### src/rtl/rtpi_pkg.sv
package rtpi_pkg;
    // ****************************************
    // Register map (index, byte address = 4 x index)
    // ****************************************
    localparam int IDX_W = 4;
    localparam logic [IDX_W-1:0] CTRL_STAT_IDX = 4'h8;
    localparam logic [IDX_W-1:0] COUNT_IDX = 4'h9;
    localparam logic [IDX_W-1:0] CLK_SEL_IDX = 4'ha;
    localparam int IDX_LSB = 2;

    // ****************************************
    // Control/status field layout
    // ****************************************
    localparam int OVF_FLAG_BIT = 7;
    localparam int PER_FLAG_BIT = 6;
    localparam int OVF_EN_BIT = 5;
    localparam int PER_EN_BIT = 4;
    localparam int OVF_ACK_BIT = 3;
    localparam int PER_ACK_BIT = 2;
    localparam int RATE_MSB = 1;
    localparam int RATE_LSB = 0;
    localparam int SRC_SEL_BIT = 0;
    localparam logic [1:0] RATE_RESET = 2'h3;
    localparam int REG_W = 8;
    localparam int DATA_W = 32;

    // ****************************************
    // Timer chain shape
    // ****************************************
    localparam int CHAIN_W = 17;
    localparam int PRESCALE_W = 2;
    localparam int COUNT_W = 8;
    localparam int OVF_W = PRESCALE_W + COUNT_W;
    localparam int PER_BASE_W = 14;
    localparam logic [CHAIN_W-1:0] POR_CYCLES = 17'h00fe0;

    // ****************************************
    // AHB-Lite codes
    // ****************************************
    localparam logic [1:0] HTRANS_NONSEQ = 2'h2;
    localparam logic HRESP_OKAY = 1'h0;
endpackage

### src/rtl/rtpi_sync.sv
`timescale 1ns/100ps
module rtpi_sync #(
    parameter int W = 4,
    parameter logic [W-1:0] INIT = '0
) (
    input wire logic hclk,
    input wire logic hresetn,
    input wire logic [W-1:0] async_in,
    output logic [W-1:0] sync_out
);
    typedef struct packed {
        logic [W-1:0] first;
        logic [W-1:0] second;
    } rtpi_sync_type;

    rtpi_sync_type sync_q;
    rtpi_sync_type sync_d;

    // First stage feeds only the second stage
    always_comb begin
        sync_d.first = async_in;
        sync_d.second = sync_q.first;
    end

    always_ff @(posedge hclk or negedge hresetn) begin
        if (!hresetn) begin
            sync_q <= {INIT, INIT};
        end else begin
            sync_q <= sync_d;
        end
    end

    assign sync_out = sync_q.second;
endmodule

### src/rtl/rtpi_ahb_slave.sv
`timescale 1ns/100ps
module rtpi_ahb_slave (
    input wire logic hclk,
    input wire logic hresetn,
    input wire logic hsel,
    input wire logic [31:0] haddr,
    input wire logic [1:0] htrans,
    input wire logic hwrite,
    input wire logic [31:0] hwdata,
    input wire logic hready,
    output logic hreadyout,
    output logic hresp,
    output logic [31:0] hrdata,
    output logic wr_en,
    output logic [rtpi_pkg::IDX_W-1:0] reg_idx,
    output logic [rtpi_pkg::REG_W-1:0] wr_data,
    input wire logic [rtpi_pkg::REG_W-1:0] rd_data
);
    typedef struct packed {
        logic wr_pend;
        logic rd_pend;
        logic [rtpi_pkg::IDX_W-1:0] idx;
        logic [31:0] rdata;
    } rtpi_slv_type;

    rtpi_slv_type slv_q;
    rtpi_slv_type slv_d;
    logic take;

    // Reads cost one wait state so the data comes from a flop
    // and already sees a write made in the cycle before.
    always_comb begin
        slv_d = slv_q;
        take = hsel && (htrans == rtpi_pkg::HTRANS_NONSEQ) && hready;
        slv_d.wr_pend = 1'b0;
        if (slv_q.rd_pend) begin
            slv_d.rd_pend = 1'b0;
            slv_d.rdata = {{(32 - rtpi_pkg::REG_W){1'b0}}, rd_data};
        end
        if (take) begin
            slv_d.idx = haddr[rtpi_pkg::IDX_LSB +: rtpi_pkg::IDX_W];
            slv_d.wr_pend = hwrite;
            slv_d.rd_pend = !hwrite;
        end
    end

    always_ff @(posedge hclk or negedge hresetn) begin
        if (!hresetn) begin
            slv_q <= '0;
        end else begin
            slv_q <= slv_d;
        end
    end

    assign hreadyout = !slv_q.rd_pend;
    assign hresp = rtpi_pkg::HRESP_OKAY;
    assign hrdata = slv_q.rdata;
    assign wr_en = slv_q.wr_pend;
    assign reg_idx = slv_q.idx;
    assign wr_data = hwdata[rtpi_pkg::REG_W-1:0];
endmodule

### src/rtl/rtpi_timer.sv
// What this block does
// - Bus clock through divide-by-four prescaler drives an 8-bit counter.
// - Count register at index 9 shows the 8-bit counter at any time.
// - Overflow flag sets when the 8-bit counter wraps to zero outside the power-on hold.
// - Overflow events come every 1024 bus-clock periods.
// - Power-on hold lasts 4064 bus cycles, then chain clears again.
// - Rate field picks periods 2^14, 2^15, 2^16 or 2^17 cycles.
// - Periodic flag sets when the selected rate tap fires.
// - Interrupt requested while overflow flag and its enable are set.
// - Interrupt requested while periodic flag and its enable are set.
// - Overflow flag cleared by writing one to its ack; acks read zero.
// - Periodic flag cleared by writing one to its ack bit.
// - Reset clears flags and enables and selects the slowest rate.
// - Count register is read-only; writes leave the counter alone.
// - External reset outside power-on clears the whole chain.
// - Power-on clears and starts the chain; counting resumes from zero.
// - Source select clear uses crystal divided by two, set uses synthesizer.
// - Stop mode halts counting and keeps all control and status bits.
// - Wait mode keeps counting and interrupts stay live.
//
// The AHB-Lite register port was left to the implementer.
`timescale 1ns/100ps
module rtpi_timer (
    input wire logic hclk,
    input wire logic hresetn,
    input wire logic hsel,
    input wire logic [31:0] haddr,
    input wire logic [1:0] htrans,
    input wire logic hwrite,
    input wire logic [2:0] hsize,
    input wire logic [31:0] hwdata,
    input wire logic hready,
    output logic hreadyout,
    output logic hresp,
    output logic [31:0] hrdata,
    input wire logic xtal_clk_pin,
    input wire logic synth_clk_pin,
    input wire logic stop_mode_pin,
    input wire logic wait_mode_pin,
    input wire logic ext_reset_n_pin,
    output logic timer_irq,
    output logic por_reset_n
);
    // ****************************************
    // State
    // ****************************************
    typedef struct packed {
        logic [rtpi_pkg::CHAIN_W-1:0] chain;
        logic por_active;
        logic overflow_flag;
        logic periodic_flag;
        logic overflow_irq_en;
        logic periodic_irq_en;
        logic [1:0] periodic_rate_sel;
        logic bus_clk_source_sel;
        logic xtal_half;
        logic xtal_prev;
        logic synth_prev;
        logic irq;
        logic [rtpi_pkg::CHAIN_W-1:0] tick_gap;
    } rtpi_state_type;

    rtpi_state_type st_q;
    rtpi_state_type st_d;

    logic xtal_s;
    logic synth_s;
    logic stop_s;
    logic wait_s;
    logic ext_rst_n_s;
    logic wr_en;
    logic [rtpi_pkg::IDX_W-1:0] reg_idx;
    logic [rtpi_pkg::REG_W-1:0] wr_data;
    logic [rtpi_pkg::REG_W-1:0] rd_data;
    logic bus_tick;
    logic chain_run;
    logic ovf_evt;
    logic per_evt;
    logic ext_clear;
    logic wr_ctrl;
    logic ovf_ack;
    logic per_ack;
    logic [2:0] unused_size;

    assign unused_size = hsize;

    // True when the lowest n bits of the chain are all ones
    function automatic logic low_ones(input logic [rtpi_pkg::CHAIN_W-1:0] v, input int n);
        logic ok;
        ok = 1'b1;
        for (int i = 0; i < rtpi_pkg::CHAIN_W; i++) begin
            if (i < n && !v[i]) begin
                ok = 1'b0;
            end
        end
        return ok;
    endfunction

    // ****************************************
    // Pin synchronisers and bus slave
    // ****************************************
    rtpi_sync #(
        .W(5),
        .INIT(5'h10)
    ) u_sync (
        .hclk(hclk),
        .hresetn(hresetn),
        .async_in({ext_reset_n_pin, wait_mode_pin, stop_mode_pin, synth_clk_pin, xtal_clk_pin}),
        .sync_out({ext_rst_n_s, wait_s, stop_s, synth_s, xtal_s})
    );

    rtpi_ahb_slave u_slave (
        .hclk(hclk),
        .hresetn(hresetn),
        .hsel(hsel),
        .haddr(haddr),
        .htrans(htrans),
        .hwrite(hwrite),
        .hwdata(hwdata),
        .hready(hready),
        .hreadyout(hreadyout),
        .hresp(hresp),
        .hrdata(hrdata),
        .wr_en(wr_en),
        .reg_idx(reg_idx),
        .wr_data(wr_data),
        .rd_data(rd_data)
    );

    // ****************************************
    // Bus clock and chain enables
    // ****************************************
    always_comb begin
        // Crystal path ticks on every second crystal rising edge
        if (st_q.bus_clk_source_sel) begin
            bus_tick = synth_s && !st_q.synth_prev;
        end else begin
            bus_tick = xtal_s && !st_q.xtal_prev && st_q.xtal_half;
        end
        // Wait mode deliberately not gated: timer keeps running
        chain_run = bus_tick && !stop_s;
        ovf_evt = chain_run && !st_q.por_active && low_ones(st_q.chain, rtpi_pkg::OVF_W);
        per_evt = chain_run && !st_q.por_active
            && low_ones(st_q.chain, rtpi_pkg::PER_BASE_W + int'(st_q.periodic_rate_sel));
        ext_clear = !ext_rst_n_s && !st_q.por_active;
        wr_ctrl = wr_en && (reg_idx == rtpi_pkg::CTRL_STAT_IDX);
        ovf_ack = wr_ctrl && wr_data[rtpi_pkg::OVF_ACK_BIT];
        per_ack = wr_ctrl && wr_data[rtpi_pkg::PER_ACK_BIT];
    end

    // ****************************************
    // Next state
    // ****************************************
    always_comb begin
        st_d = st_q;
        st_d.xtal_prev = xtal_s;
        st_d.synth_prev = synth_s;
        if (xtal_s && !st_q.xtal_prev) begin
            st_d.xtal_half = !st_q.xtal_half;
        end
        if (chain_run) begin
            st_d.chain = st_q.chain + rtpi_pkg::CHAIN_W'(1);
            // Own tick count for the checks, so they do not just re-read the chain
            st_d.tick_gap = st_q.tick_gap + rtpi_pkg::CHAIN_W'(1);
        end
        if (st_q.por_active && chain_run && st_q.chain == rtpi_pkg::POR_CYCLES - 1'b1) begin
            st_d.por_active = 1'b0;
            st_d.chain = '0;
            st_d.tick_gap = '0;
        end
        if (wr_ctrl) begin
            st_d.overflow_irq_en = wr_data[rtpi_pkg::OVF_EN_BIT];
            st_d.periodic_irq_en = wr_data[rtpi_pkg::PER_EN_BIT];
            st_d.periodic_rate_sel = wr_data[rtpi_pkg::RATE_MSB:rtpi_pkg::RATE_LSB];
        end
        if (wr_en && reg_idx == rtpi_pkg::CLK_SEL_IDX) begin
            st_d.bus_clk_source_sel = wr_data[rtpi_pkg::SRC_SEL_BIT];
        end
        // Count register writes fall through with no effect
        if (ovf_ack) begin
            st_d.overflow_flag = 1'b0;
        end
        if (per_ack) begin
            st_d.periodic_flag = 1'b0;
        end
        // Sets after clears so a coinciding event is kept
        if (ovf_evt) begin
            st_d.overflow_flag = 1'b1;
            st_d.tick_gap = '0;
        end
        if (per_evt) begin
            st_d.periodic_flag = 1'b1;
        end
        if (ext_clear) begin
            st_d.chain = '0;
            st_d.tick_gap = '0;
            st_d.overflow_flag = 1'b0;
            st_d.periodic_flag = 1'b0;
            st_d.overflow_irq_en = 1'b0;
            st_d.periodic_irq_en = 1'b0;
            st_d.periodic_rate_sel = rtpi_pkg::RATE_RESET;
            st_d.bus_clk_source_sel = 1'b0;
        end
        st_d.irq = (st_d.overflow_flag && st_d.overflow_irq_en)
            || (st_d.periodic_flag && st_d.periodic_irq_en);
    end

    always_ff @(posedge hclk or negedge hresetn) begin
        if (!hresetn) begin
            st_q <= '0;
            st_q.por_active <= 1'b1;
            st_q.periodic_rate_sel <= rtpi_pkg::RATE_RESET;
        end else begin
            st_q <= st_d;
        end
    end

    // ****************************************
    // Read mux
    // ****************************************
    always_comb begin
        rd_data = '0;
        unique case (reg_idx)
            rtpi_pkg::CTRL_STAT_IDX: begin
                // Ack bits stay zero on read
                rd_data[rtpi_pkg::OVF_FLAG_BIT] = st_q.overflow_flag;
                rd_data[rtpi_pkg::PER_FLAG_BIT] = st_q.periodic_flag;
                rd_data[rtpi_pkg::OVF_EN_BIT] = st_q.overflow_irq_en;
                rd_data[rtpi_pkg::PER_EN_BIT] = st_q.periodic_irq_en;
                rd_data[rtpi_pkg::RATE_MSB:rtpi_pkg::RATE_LSB] = st_q.periodic_rate_sel;
            end
            rtpi_pkg::COUNT_IDX: begin
                rd_data = st_q.chain[rtpi_pkg::PRESCALE_W +: rtpi_pkg::COUNT_W];
            end
            rtpi_pkg::CLK_SEL_IDX: begin
                rd_data[rtpi_pkg::SRC_SEL_BIT] = st_q.bus_clk_source_sel;
            end
            default: begin
                rd_data = '0;
            end
        endcase
    end

    assign timer_irq = st_q.irq;
    assign por_reset_n = !st_q.por_active;

    // ****************************************
    // Checks
    // ****************************************
    a_ovf_sets: assert property (@(posedge hclk) disable iff (!hresetn)
        ovf_evt && !ext_clear |=> st_q.overflow_flag && st_q.chain[rtpi_pkg::OVF_W-1:0] == '0)
        else $error("overflow flag not set on counter wrap");

    a_ovf_spacing: assert property (@(posedge hclk) disable iff (!hresetn)
        ovf_evt |-> st_q.tick_gap[rtpi_pkg::OVF_W-1:0] == '1
        && st_q.tick_gap[rtpi_pkg::CHAIN_W-1:rtpi_pkg::OVF_W] == '0)
        else $error("overflow event off the 1024-cycle boundary");

    a_por_release: assert property (@(posedge hclk) disable iff (!hresetn)
        st_q.por_active && chain_run && st_q.chain == rtpi_pkg::POR_CYCLES - 1'b1
        |=> !st_q.por_active && st_q.chain == '0 ##1 por_reset_n)
        else $error("power-on hold not released after 4064 cycles");

    a_por_hold: assert property (@(posedge hclk) disable iff (!hresetn)
        $fell(st_q.por_active) |-> $past(st_q.tick_gap) == rtpi_pkg::POR_CYCLES - 1'b1)
        else $error("power-on hold released early");

    a_per_sets: assert property (@(posedge hclk) disable iff (!hresetn)
        chain_run && !st_q.por_active && !ext_clear
        && low_ones(st_q.chain, rtpi_pkg::PER_BASE_W + int'(st_q.periodic_rate_sel))
        |=> st_q.periodic_flag)
        else $error("periodic flag missed its tap");

    a_irq_drops: assert property (@(posedge hclk) disable iff (!hresetn)
        ovf_ack && !ovf_evt && !per_evt
        && !(st_q.periodic_flag && wr_data[rtpi_pkg::PER_EN_BIT])
        |=> !timer_irq)
        else $error("interrupt did not drop after overflow acknowledge");

    a_per_drop: assert property (@(posedge hclk) disable iff (!hresetn)
        per_ack && !per_evt && !ovf_evt
        && !(st_q.overflow_flag && wr_data[rtpi_pkg::OVF_EN_BIT])
        |=> !timer_irq)
        else $error("interrupt did not drop after periodic acknowledge");

    a_irq_raise: assert property (@(posedge hclk) disable iff (!hresetn)
        st_q.overflow_flag && st_q.overflow_irq_en && !wr_ctrl && !ext_clear
        |=> timer_irq)
        else $error("overflow interrupt not requested");

    a_per_raise: assert property (@(posedge hclk) disable iff (!hresetn)
        st_q.periodic_flag && st_q.periodic_irq_en && !wr_ctrl && !ext_clear
        |=> timer_irq)
        else $error("periodic interrupt not requested");

    a_ovf_ack: assert property (@(posedge hclk) disable iff (!hresetn)
        ovf_ack && !ovf_evt && !ext_clear |=> !st_q.overflow_flag)
        else $error("overflow acknowledge did not clear flag");

    a_per_ack: assert property (@(posedge hclk) disable iff (!hresetn)
        st_q.periodic_flag && !per_ack && !ext_clear |=> st_q.periodic_flag)
        else $error("periodic flag cleared without acknowledge");

    a_ext_reset: assert property (@(posedge hclk) disable iff (!hresetn)
        ext_clear |=> st_q.chain == '0 && st_q.periodic_rate_sel == rtpi_pkg::RATE_RESET
        && !st_q.overflow_flag && !st_q.periodic_irq_en)
        else $error("external reset did not clear the timer");

    a_count_ro: assert property (@(posedge hclk) disable iff (!hresetn)
        wr_en && reg_idx == rtpi_pkg::COUNT_IDX && !chain_run && !ext_clear
        |=> $stable(st_q.chain))
        else $error("write changed the count");

    a_stop_hold: assert property (@(posedge hclk) disable iff (!hresetn)
        stop_s && !ext_clear && !wr_en |=> $stable(st_q.chain) && $stable(st_q.overflow_flag))
        else $error("timer moved in stop mode");

    a_wait_runs: assert property (@(posedge hclk) disable iff (!hresetn)
        wait_s && bus_tick && !stop_s && !ext_clear && !st_q.por_active
        |=> st_q.chain != $past(st_q.chain))
        else $error("timer stalled in wait mode");

    a_ovf_rise: assert property (@(posedge hclk) disable iff (!hresetn)
        $rose(st_q.overflow_flag) |-> $past(ovf_evt))
        else $error("overflow flag set without a wrap");

    a_per_rise: assert property (@(posedge hclk) disable iff (!hresetn)
        $rose(st_q.periodic_flag) |-> $past(per_evt))
        else $error("periodic flag set without its tap");

    a_irq_level: assert property (@(posedge hclk) disable iff (!hresetn)
        !st_q.overflow_flag && !st_q.periodic_flag |-> !timer_irq)
        else $error("interrupt requested with no flag set");

    a_stop_ctrl: assert property (@(posedge hclk) disable iff (!hresetn)
        stop_s && !wr_en && !ext_clear |=> $stable(st_q.periodic_flag)
        && $stable(st_q.overflow_irq_en) && $stable(st_q.periodic_irq_en)
        && $stable(st_q.periodic_rate_sel))
        else $error("control bits moved in stop mode");

    // One wait state on reads keeps the read data coming from a flop
    a_read_wait: assert property (@(posedge hclk) disable iff (!hresetn)
        hsel && htrans == rtpi_pkg::HTRANS_NONSEQ && hready && !hwrite
        |=> !hreadyout ##1 hreadyout)
        else $error("read wait state wrong");

    a_write_nowait: assert property (@(posedge hclk) disable iff (!hresetn)
        hsel && htrans == rtpi_pkg::HTRANS_NONSEQ && hready && hwrite
        |=> hreadyout)
        else $error("write stalled the bus");
endmodule

### config.mk
export PLATFORM = sky130hd
export DESIGN_NAME = rtpi_timer
export DESIGN_NICKNAME = d
export VERILOG_FILES = /design/src/rtl/rtpi_pkg.sv /design/src/rtl/rtpi_sync.sv /design/src/rtl/rtpi_ahb_slave.sv /design/src/rtl/rtpi_timer.sv
export SDC_FILE = /design/constraint.sdc
export NUM_CORES = 1
export LEC_CHECK = 0
export BUFFER_PORTS_ARGS = -buffer_cell sky130_fd_sc_hd__buf_4
export CORE_MARGIN = 3
export CORE_UTILIZATION = 30
export DETAILED_ROUTE_END_ITERATION = 10
export GPL_TIMING_DRIVEN = 0
export SLEW_MARGIN = 20
export SYNTH_ARGS = -nofsm -noshare
export SYNTH_HDL_FRONTEND = slang
export SYNTH_SLANG_ARGS = --single-unit
### constraint.sdc
create_clock -name hclk -period 4.8 [get_ports hclk]
set_clock_uncertainty 0.2 [all_clocks]
set_input_delay 0.96 -clock hclk [delete_from_list [all_inputs] [get_ports hclk]]
set_output_delay 0.96 -clock hclk [all_outputs]
set_load 0.01 [all_outputs]
==> metrics.md <==
| Metric | Value |
|---|---|
| Clock transition at path regs | 0.10 ns |
| Crit path DAT | between 1 and 1.5 ns |
| Post-Synth Adder-Cell Area | 0.930% |
| Critical-path top delay cell | dfrtp_1 |
| First-pass GRT wire length | 9.38 mm |
| Worst stage delay on the critical path | 0.47 ns |
| Post-synth top flop | dfrtp_1 |
| Worst Setup Slack, final | 2.32 ns |
| Synth top cells by count | dfrtp_1 (46), buf_4 (33), a21oi_1 (18) |
| Netlist cell types | 46 |
| Routed WL | ~5.7 mm |
| Dpl cell area | 3150 um2 |
| Synth Register Bits | 51 |
| Period minus WS final | between 2 and 2.5 ns |
| DR pass1 iterations | 4 |
| Mux share of post-synthesis cell area | 4.83% |
| Synthesized-area fraction occupied by and/or/nand/nor cells | 17.5% |
| Final hold violations | 0 |
| H-tree depth | 2 |
| GRT Total Usage | 11.5% |
| Initial antenna violation count | 0 |
| Leak Pwr | 1.44 nW |
| Die Height | 101 um |
| # DRC | 0 |
| Yosys top cell area share | 42.8% |
| Worst path cell trace | clkbuf_1 > inv_1 > buf_4 |
| Pwr dens | between 200 and 300 nW/um2 |
| Postcts setup bufs | 0 |
| WL/cell | 13.0 um |
| Max VDD drop | 0.0952 mV |
| Final net count | 411 |
| Max cap viols | 0 |
| Slew Viols, Final | 0 |
| Share of cells above drive strength 1 | 27.5% |
| Core area | between 8000 and 9000 um2 |
| Critical path class | register to output pin |
| Status | finished, final reports clean |
| Worst slack at placement | 2.47 ns |
| Period utilization | 51.6% |
| Slew @ Worst Pin | 0.921 ns |
| Critical path peak fanout | 10 |
| CTS tree | yes |
| Synth warn | 0 |
| Post-DR vias/cell | 4.65 |
| Vias in the first global route | between 1.5k and 2k |
| Main combinational cell family by area after synthesis | simple AND/OR/NAND/NOR gates |
| Layout area overhead | 21.4% |
| ANT nets after route | 0 |
| Synth Cell Area | 2690 um2 |
| RSZ-0062 raised after global routing | no |
| CTS Sinks | 51 |
| Count leader, synth | dfrtp_1 |
| IO Pins | approximately 120 |
| Number of placed instances, taps included | between 400 and 500 |
| CTS Buf Count | 5 |
| Clock latency on the worst-skew pair | 0.30 ns |
| Syn_area_per_cell | 10.0 um2 |
| DIE AREA | 10,100 um2 |
| Final instance area | 3270 um2 |
| Post-synthesis xor/xnor area fraction | 0.976% |
| GR Overflow Total | 0 |
| Clock buffer depth | 2 |
| Initial drt markers | about 100 |
| Post-synth EDFFs | 0 |
| Worst hold slack | 0.157 ns |
| Mapped Cells | 268 |
| Core Rows | 33 |
| HPWL after DPL | 4.23 mm |
| Tot Pwr | 0.898 mW |
| Post-CTS Resized | 0 |
| Synth top area cells | dfrtp_1 (43%), buf_4 (9.2%), dfstp_2 (4.9%), a21oi_1 (3.3%), mux2_2 (3.3%) |
| Critical path startpoint category | register |
| Via count | ~2.0k |
| Setup_tns | 0 ns |
| Final setup vio count | 0 |
| Port bufs | 31 |
| CTS Root Cell | clkbuf_8 |
| N_diodes | 0 |
| Chip Width | 101 um |
| F_max | 0.404 GHz |
| Hold Crit Class | register to register |
| Hold_buf cts | 0 |
| Seq/Total Area, Yosys | 47.7% |
| CP Data Required Time | roughly 3.6 ns |
| Slew margin rel. | between 30% and 40% |
| Fraction of the mapped netlist area in compound gates | 15.2% |
| Final Core Density | roughly 39% |
| Largest net degree at the start of global routing | 52 |
| Synth area leader | dfrtp_1 |
| Routability cong. | 0.798 |
| Synth async-reset ratio | 100% |
| Fin cells | 436 |
| Starting density of the core | about a third |
| Worst setup EP type | output pin |
[cell type report]
cell class | instances | area, um2
inverters | 16 | 60.1
well taps | 105 | 131
multi-input cells | 183 | 1150
fillers | 873 | 5200
plain buffers | 42 | 285
repair buffers | 31 | 233
clock inverters | 2 | 38.8
clock buffers | 6 | 82.6
flip-flops and latches | 51 | 1280
[routing by layer]
layer	share of wire [%]	global-route usage, %	vias up
li1	-	-	1037
met1	46	15.8	946
met2	48	18.6	38
met3	4.9	2.49	6
met4	0.85	2.90	0
met5	0	0	-
[critical path: cells and delay by family (launching register included)]
kind	cells	cell delay, ns
DFF	1	0.47
buffers and inverters	3	0.54
[worst paths after layout]
check / startpoint / end / slack, ns / depth (start not counted)
min in group asynchronous: hresetn / st_q[41] / 0.46 / 1
max in group asynchronous: hresetn / st_q[26] / 3.47 / 1
max reg2reg: st_q[29] / st_q[43] / 2.47 / 7
min reg2reg: u_sync.sync_d[2] / u_sync.sync_out[2] / 0.16 / 0
max: u_slave.slv_q[36] / hreadyout / 2.32 / 3
min: u_sync.sync_d[2] / u_sync.sync_out[2] / 0.16 / 0
[cells in the final DEF (no fill, tap or decap), types with 3 or more instances in the layout]
master and count:
nor2_1 9, dfrtp_1 46, conb_1 25, clkbuf_1 6
nand4_1 4, dfstp_2 5, inv_1 16, mux2i_1 4
nor2b_1 3, buf_4 64, nand2_1 11, clkbuf_8 6
xnor2_1 3, nand3_1 16, or4_1 9, or3_1 3
o31ai_1 10, nand3b_1 3, mux2_2 8, a21oi_1 18
o211ai_1 6, buf_2 3, o21ai_0 14
[logic make-up after synthesis]
family                   after synthesis
AO/OA/AOI/OAI                         64
adder cells (fa/ha/maj)                2
other                                  1
multiplexers                          12
XOR/XNOR                               3
AND/OR/NAND/NOR                       77
buffers and inverters                 58
flip-flops                            51
[flip-flops by register name, summed over array words and instances (netlist names)]
register	count
timer_irq	1
u_slave.hrdata	8
u_sync.sync_d	4
u_sync.sync_out	4
u_slave.slv_q	1
st_q	28
u_slave.reg_idx	4
u_slave.wr_en	1
[power breakdown]
group          switching [mW]  internal [mW]
sequential             0.0166          0.450
clock                   0.146          0.172
combinational          0.0584         0.0554
Note: power is estimated with default switching activity, not from simulation.
